### src/hdl/fpet_pkg.sv
// Package of constants for the flash program/erase timer
package fpet_pkg;
  // Divider field
  localparam int unsigned DIV_W = 7;
  localparam logic [DIV_W-1:0] DIV_RST = 7'h00;
  // Bus clock and timing clock window
  localparam int unsigned BUS_CLK_HZ = 250000000;
  localparam int unsigned FLASH_TIMING_CLOCK_MIN_HZ = 150000;
  localparam int unsigned FLASH_TIMING_CLOCK_MAX_HZ = 200000;
  // Command encodings
  localparam logic [1:0] CMD_BYTE = 2'h0;
  localparam logic [1:0] CMD_BURST = 2'h1;
  localparam logic [1:0] CMD_PAGE = 2'h2;
  localparam logic [1:0] CMD_MASS = 2'h3;
  // Timing counts in timing clock periods
  localparam int unsigned CNT_W = 15;
  localparam logic [CNT_W-1:0] CYC_BYTE = 15'h0009;
  localparam logic [CNT_W-1:0] CYC_BURST = 15'h0004;
  localparam logic [CNT_W-1:0] CYC_PAGE = 15'h0FA0;
  localparam logic [CNT_W-1:0] CYC_MASS = 15'h4E20;
  // Array organisation
  localparam int unsigned PAGE_BYTES = 512;
  localparam int unsigned PAGE_COUNT = 32;
  localparam int unsigned ADDR_W = 14;
  localparam int unsigned PAGE_W = 5;
  localparam int unsigned PAGE_LSB = 9;
  // Prescaler: divide by eight when the prescale bit is set
  localparam int unsigned PRE_W = 3;
  // Sequencer states
  typedef enum logic [2:0] {
    ST_IDLE = 3'b001,
    ST_BUSY = 3'b010,
    ST_DONE = 3'b100
  } fpet_state_t;
endpackage : fpet_pkg

### src/hdl/fpet_tick_gen.sv
// Timing clock tick generator from bus clock and divider
`timescale 1ns/100ps
module fpet_tick_gen (
  // Clock and reset
  input wire logic clk_sys_i,
  input wire logic nrst_i,
  // Divider setting
  input wire logic run_i,
  input wire logic prescale_i,
  input wire logic [fpet_pkg::DIV_W-1:0] div_i,
  // Tick out
  output logic tick_o
);
  logic [fpet_pkg::PRE_W-1:0] pre_q;
  logic [fpet_pkg::DIV_W-1:0] cnt_q;
  wire pre_wrap = !prescale_i || (pre_q == '1);
  wire cnt_wrap = pre_wrap && (cnt_q == div_i);
  // Rate is bus clock / ((div+1) * (prescale ? 8 : 1))
  always_ff @(posedge clk_sys_i or negedge nrst_i)
  begin
    if (!nrst_i)
    begin
      pre_q <= '0;
      cnt_q <= '0;
      tick_o <= 1'b0;
    end
    else
    begin
      pre_q <= run_i ? pre_q + 1'b1 : '0;
      if (!run_i || cnt_wrap)
        cnt_q <= '0;
      else if (pre_wrap)
        cnt_q <= cnt_q + 1'b1;
      tick_o <= run_i && cnt_wrap;
    end
  end
endmodule : fpet_tick_gen

### src/hdl/fpet_core.sv
// Flash program/erase timing core: divider, error flag, pulse sequencer
`timescale 1ns/100ps
module fpet_core (
  // Clock and reset
  input wire logic clk_sys_i,
  input wire logic nrst_i,
  // Divider write
  input wire logic div_wr_i,
  input wire logic div_prescale_i,
  input wire logic [fpet_pkg::DIV_W-1:0] div_data_i,
  // Error flag clear
  input wire logic err_clr_i,
  // Command request
  input wire logic cmd_req_i,
  input wire logic [1:0] cmd_i,
  input wire logic [fpet_pkg::ADDR_W-1:0] cmd_addr_i,
  // Status
  output logic div_loaded_o,
  output logic [fpet_pkg::DIV_W-1:0] div_value_o,
  output logic div_prescale_o,
  output logic access_error_flag_o,
  output logic busy_o,
  output logic done_o,
  // High voltage and target
  output logic hv_en_o,
  output logic erase_o,
  output logic mass_o,
  output logic [fpet_pkg::PAGE_W-1:0] page_o,
  output logic [fpet_pkg::ADDR_W-1:0] prog_addr_o
);
  fpet_pkg::fpet_state_t state_q;
  fpet_pkg::fpet_state_t state_d;
  logic [fpet_pkg::CNT_W-1:0] cnt_q;
  logic tick;

  // Timing clock derived from bus clock and divider
  // The tick phase runs free once the divider is loaded,
  // so the first period of a command may be up to one tick short;
  // software picks the divider for the 150-200 kHz window
  fpet_tick_gen u_tick (
    .clk_sys_i(clk_sys_i),
    .nrst_i(nrst_i),
    .run_i(div_loaded_o),
    .prescale_i(div_prescale_o),
    .div_i(div_value_o),
    .tick_o(tick)
  );

  // Write acceptance decode
  wire div_take = div_wr_i && !div_loaded_o && !access_error_flag_o;
  wire cmd_refuse = cmd_req_i && (!div_loaded_o || state_q != fpet_pkg::ST_IDLE);
  wire cmd_take = cmd_req_i && !cmd_refuse;
  wire cnt_end = tick && (cnt_q == 15'h0001);

  // Period count per command
  logic [fpet_pkg::CNT_W-1:0] cmd_cycles;
  always_comb
  begin
    case (cmd_i)
      fpet_pkg::CMD_BYTE:
      begin
        cmd_cycles = fpet_pkg::CYC_BYTE;
      end
      fpet_pkg::CMD_BURST:
      begin
        cmd_cycles = fpet_pkg::CYC_BURST;
      end
      fpet_pkg::CMD_PAGE:
      begin
        cmd_cycles = fpet_pkg::CYC_PAGE;
      end
      fpet_pkg::CMD_MASS:
      begin
        cmd_cycles = fpet_pkg::CYC_MASS;
      end
      default:
      begin
        cmd_cycles = fpet_pkg::CYC_BYTE;
      end
    endcase
  end

  // Sequencer next state
  always_comb
  begin
    state_d = state_q;
    case (state_q)
      fpet_pkg::ST_IDLE:
      begin
        if (cmd_take)
          state_d = fpet_pkg::ST_BUSY;
      end
      fpet_pkg::ST_BUSY:
      begin
        // Leave only on the tick that ends the last period
        if (cnt_end)
          state_d = fpet_pkg::ST_DONE;
      end
      fpet_pkg::ST_DONE:
      begin
        state_d = fpet_pkg::ST_IDLE;
      end
      default:
      begin
        state_d = fpet_pkg::ST_IDLE;
      end
    endcase
  end

  // Sequencer state decode
  wire in_busy = (state_q == fpet_pkg::ST_BUSY);
  wire next_busy = (state_d == fpet_pkg::ST_BUSY);
  wire next_done = (state_d == fpet_pkg::ST_DONE);
  wire cnt_step = in_busy && tick;

  // Divider loaded flag, set once and held until reset
  always_ff @(posedge clk_sys_i or negedge nrst_i)
  begin
    if (!nrst_i)
      div_loaded_o <= 1'b0;
    else if (div_take)
      div_loaded_o <= 1'b1;
  end

  // Divider value and prescale, captured with the flag
  always_ff @(posedge clk_sys_i or negedge nrst_i)
  begin
    if (!nrst_i)
    begin
      div_value_o <= fpet_pkg::DIV_RST;
      div_prescale_o <= 1'b0;
    end
    else if (div_take)
    begin
      div_value_o <= div_data_i;
      div_prescale_o <= div_prescale_i;
    end
  end

  // Access error flag, set wins over clear
  always_ff @(posedge clk_sys_i or negedge nrst_i)
  begin
    if (!nrst_i)
      access_error_flag_o <= 1'b0;
    else if (cmd_refuse)
      access_error_flag_o <= 1'b1;
    else if (err_clr_i)
      access_error_flag_o <= 1'b0;
  end

  // Sequencer state register
  always_ff @(posedge clk_sys_i or negedge nrst_i)
  begin
    if (!nrst_i)
      state_q <= fpet_pkg::ST_IDLE;
    else
      state_q <= state_d;
  end

  // Period counter, loaded at take and stepped on each tick while busy
  always_ff @(posedge clk_sys_i or negedge nrst_i)
  begin
    if (!nrst_i)
      cnt_q <= '0;
    else if (cmd_take)
      cnt_q <= cmd_cycles;
    else if (cnt_step)
      cnt_q <= cnt_q - 1'b1;
  end

  // Status outputs, registered from the next state
  always_ff @(posedge clk_sys_i or negedge nrst_i)
  begin
    if (!nrst_i)
    begin
      busy_o <= 1'b0;
      hv_en_o <= 1'b0;
      done_o <= 1'b0;
    end
    else
    begin
      busy_o <= next_busy;
      hv_en_o <= next_busy;
      done_o <= next_done;
    end
  end

  // Command type and target, held from one take to the next
  always_ff @(posedge clk_sys_i or negedge nrst_i)
  begin
    if (!nrst_i)
    begin
      erase_o <= 1'b0;
      mass_o <= 1'b0;
      page_o <= '0;
      prog_addr_o <= '0;
    end
    else if (cmd_take)
    begin
      erase_o <= cmd_i[1];
      mass_o <= (cmd_i == fpet_pkg::CMD_MASS);
      page_o <= cmd_addr_i[fpet_pkg::ADDR_W-1:fpet_pkg::PAGE_LSB];
      prog_addr_o <= cmd_addr_i;
    end
  end
endmodule : fpet_core

### config.mk
export PLATFORM = sky130hd
export DESIGN_NAME = fpet_core
export DESIGN_NICKNAME = d
export VERILOG_FILES = /design/src/hdl/fpet_pkg.sv /design/src/hdl/fpet_tick_gen.sv /design/src/hdl/fpet_core.sv
export SDC_FILE = /design/constraint.sdc
export NUM_CORES = 1
export LEC_CHECK = 0
export ABC_CLOCK_PERIOD_IN_PS = 5540
export BUFFER_PORTS_ARGS = -buffer_cell sky130_fd_sc_hd__buf_4
export CAP_MARGIN = 30
export CORE_MARGIN = 1.5
export CORE_UTILIZATION = 40
export CTS_BUF_LIST = sky130_fd_sc_hd__clkbuf_4 sky130_fd_sc_hd__clkbuf_8
export CTS_CLUSTER_DIAMETER = 200
export DETAILED_ROUTE_END_ITERATION = 12
export SYNTH_ARGS = -nofsm -noshare
export SYNTH_HDL_FRONTEND = slang
export SYNTH_HIERARCHICAL = 1
export SYNTH_SLANG_ARGS = --single-unit
### constraint.sdc
create_clock -name clk_sys_i -period 5.54 [get_ports clk_sys_i]
set_input_delay 0.554 -clock clk_sys_i [delete_from_list [all_inputs] [get_ports clk_sys_i]]
set_output_delay 0.554 -clock clk_sys_i [all_outputs]
set_load 0.01 [all_outputs]
==> flow_metrics.tcl <==
set metrics [dict create \
    first_global_vias 1993 \
    crit_chain "and4bb_2 -> nand2_1 -> or3_1 -> o21ai_0" \
    power_density_nw_per_um2 546.2 \
    cts-hold-fix-buffers 0 \
    grt_overflow_total 0 \
    netlist.area_leader.share_pct 52.58 \
    finClkSkew_ns 0.006701 \
    crit_path_max_incr_delay_ns 0.55 \
    antenna_left 0 \
    grt_pass1_wl_um 9101 \
    crit-reg2reg-launch "state_q[0]" \
    tritoncts "built" \
    track_usage_pct 16.12 \
    n_fill_cell 595 \
    rsz0062_at_grt "no" \
    place_hpwl_um 3748 \
    cts_resized 0 \
    syn-cell-area_um2 2665 \
    drv_slew 0 \
    gp_congestion 0.7875 \
    synth.largest_area_cell "dfrtp_1" \
    drt-total-wl_um 5367 \
    hp-class "in -> async" \
    drt_first_iter_violations 75 \
    dp.cells 380 \
    status "finished clean" \
    ioPinCount 63 \
    fp.dieArea_um2 7161 \
    period_share_pct 37.71 \
    core-area_um2 6386 \
    clkSinkCount 57 \
    initial_core_util_pct 41.73 \
    irDropWorstVdd_uv 268.5 \
    slowest_stage "nand2_1" \
    max_cap_violations 0 \
    end_kind "flip-flop" \
    slew_headroom_pct 39.83 \
    leakage_nw 1.615 \
    syn-num-nets 289 \
    cp_data_arrival_time_ns 2.34 \
    root_buffer "clkbuf_8" \
    stdcell_count 396 \
    routedWlPerCell_um 13.55 \
    setup_viol 0 \
    rows 29 \
    antenna_found_initial 0 \
    power_frac_seq_pct 39.1 \
    synth-edff-count 0 \
    internal_power_mw 1.218 \
    syn_inst 255 \
    htreeDepth 3 \
    p_switching_uw 633.7 \
    cts_buffer_depth 2 \
    fin_nets 348 \
    startpoint_type "flip-flop" \
    final_hold_viol_count 0 \
    drc 0 \
    yosysUniqueCellTypes 48 \
    antenna_cells 0 \
    clock_latency_ns 0.33 \
    synth-seq-cells 57 \
    portBuffers 62 \
    async_flop_share_pct 100.0 \
    pwr-share-clk_pct 25.6 \
    worstPathRequired_ns 5.79 \
    synthTopCellsByArea "dfrtp_1 53%, nand2_1 7.9%, xor2_1 4.3%, mux2_2 3.4%, nor2_1 3.0%" \
    yosysWarnings 6 \
    avgSynthCellArea_um2 10.45 \
    die_h_um 84.63 \
    period_minus_slack_ns 2.089 \
    tightest_slew_ns 0.9003 \
    finalSetupTns_ns 0 \
    fmax_mhz 478.6 \
    dieWidth_um 84.63 \
    synth_ff_type "dfrtp_1" \
    path_clk_slew_ns 0.06 \
    combPwrFrac_pct 35.3 \
    syn_to_final_growth_pct 27.18 \
    ys_seq_area_share_pct 53.57 \
    cp_max_fo 29 \
    dr.pass1.iters 4 \
    cts_setup_buffers 0 \
    vias 2003 \
    synthTopCellsByCount "56 x dfrtp_1, 56 x nand2_1, 21 x nor2_1, 13 x xor2_1, 10 x a21oi_1" \
    cp-startpoint "state_q[0]" \
    power.total_mw 1.851 \
    numCtsBuffers 9 \
    grt_max_degree 58 \
    path_class "reg -> reg" \
    drive_gt1_share_pct 30.41 \
    via_per_inst 5.058 \
    p_sw_share_pct 34.23 \
]
-- placed cells by master (no fill, tap or decap), drive strengths merged, types with 2 or more instances in the layout --
| cell type | instances |
|---|---|
| buf | 62 |
| and2 | 4 |
| xor2 | 13 |
| mux2i | 2 |
| o21ai | 3 |
| clkbuf | 11 |
| or4 | 4 |
| ha | 5 |
| mux2 | 8 |
| bufinv | 3 |
| nand2b | 3 |
| nand2 | 56 |
| o31ai | 2 |
| nor2 | 21 |
| inv | 5 |
| nand4 | 6 |
| nand3 | 3 |
| a31oi | 3 |
| and4bb | 2 |
| a21oi | 10 |
| nand4b | 3 |
| a31o | 2 |
| dfrtp | 56 |
| nor4 | 2 |
| or3 | 4 |
| xnor2 | 9 |
-- worst paths after layout --
path / to / slack [ns] / cells after the start
setup / recovery: cnt_q[2] / 3.45 / 4
hold / removal: div_value_o[1] / 0.27 / 1
setup reg to reg: cnt_q[2] / 3.45 / 4
hold reg to reg: u_tick/pre_q[0] / 0.44 / 1
max in group asynchronous: page_o[4] / 4.79 / 1
min in group clk_sys_i: page_o[2] / 0.41 / 3
-- through the flow --
stage	setup WS, ns	area, µm²	hold WS [ns]	utilization, %
2_1_floorplan	3.778	2665	0.2584	-
3_5_place_dp	3.452	3142	0.4343	49.20
3_3_place_gp	3.489	3142	0.4309	49.20
4_1_cts	3.440	3390	0.2957	53.08
6_report	3.451	3390	0.2744	53.08
5_1_grt	3.228	3390	0.3207	53.08
-- flip-flops by register name (all words and copies together) (netlist names) --
| register | cells |
|---|---|
| state_q | 3 |
| div_prescale_o | 1 |
| done_o | 1 |
| div_value_o | 7 |
| div_loaded_o | 1 |
| page_o | 5 |
| prog_addr_o | 9 |
| access_error_flag_o | 1 |
| erase_o | 1 |
| u_tick/cnt_q | 7 |
| u_tick/pre_q | 3 |
| mass_o | 1 |
| hv_en_o | 1 |
| u_tick/tick_o | 1 |
| cnt_q | 15 |
-- logic make-up after synthesis --
family / Yosys count / share of synthesized area, %
buffers and inverters: 19 / 3.897
adder cells (fa/ha/maj): 5 / 2.347
AND/OR/NAND/NOR: 115 / 21.74
multiplexers: 10 / 4.132
AO/OA/AOI/OAI: 27 / 7.090
XOR/XNOR: 22 / 7.230
flip-flops: 57 / 53.57
-- power by group through the flow --
stage	combinational [mW]	sequential [mW]	clock (mW)
final	0.653	0.724	0.475
after detailed placement	0.662	0.731	0
after global routing	0.729	0.745	0.510
after global placement	0.652	0.727	0
after floorplan	0.405	0.741	0
after CTS	0.664	0.725	0.490
-- final cells by class --
type | instances | area, µm² | area share [%]
repair buffers | 62 | 465.4 | 13.73
clock inverters | 5 | 102.6 | 3.027
clock buffers | 11 | 145.1 | 4.282
multi-input cells | 179 | 1134 | 33.44
inverters | 5 | 18.77 | 0.5537
flip-flops and latches | 57 | 1428 | 42.12
well taps | 77 | 96.34 | 2.842
-- routing by layer --
layer,share of wire (%),up-vias,GRT usage (%)
li1,-,976,-
met1,47,962,20.81
met2,45,58,24.89
met3,5.9,7,4.916
met4,1.4,0,7.478
met5,0,-,0
-- worst max-delay path, delay by kind of cell (launching register included) --
kind            cells  cell delay (ns)
simple gates        3             1.39
compound gates      1             0.08
flops               1             0.53
No activity file was read; power rests on OpenSTA's default activity.
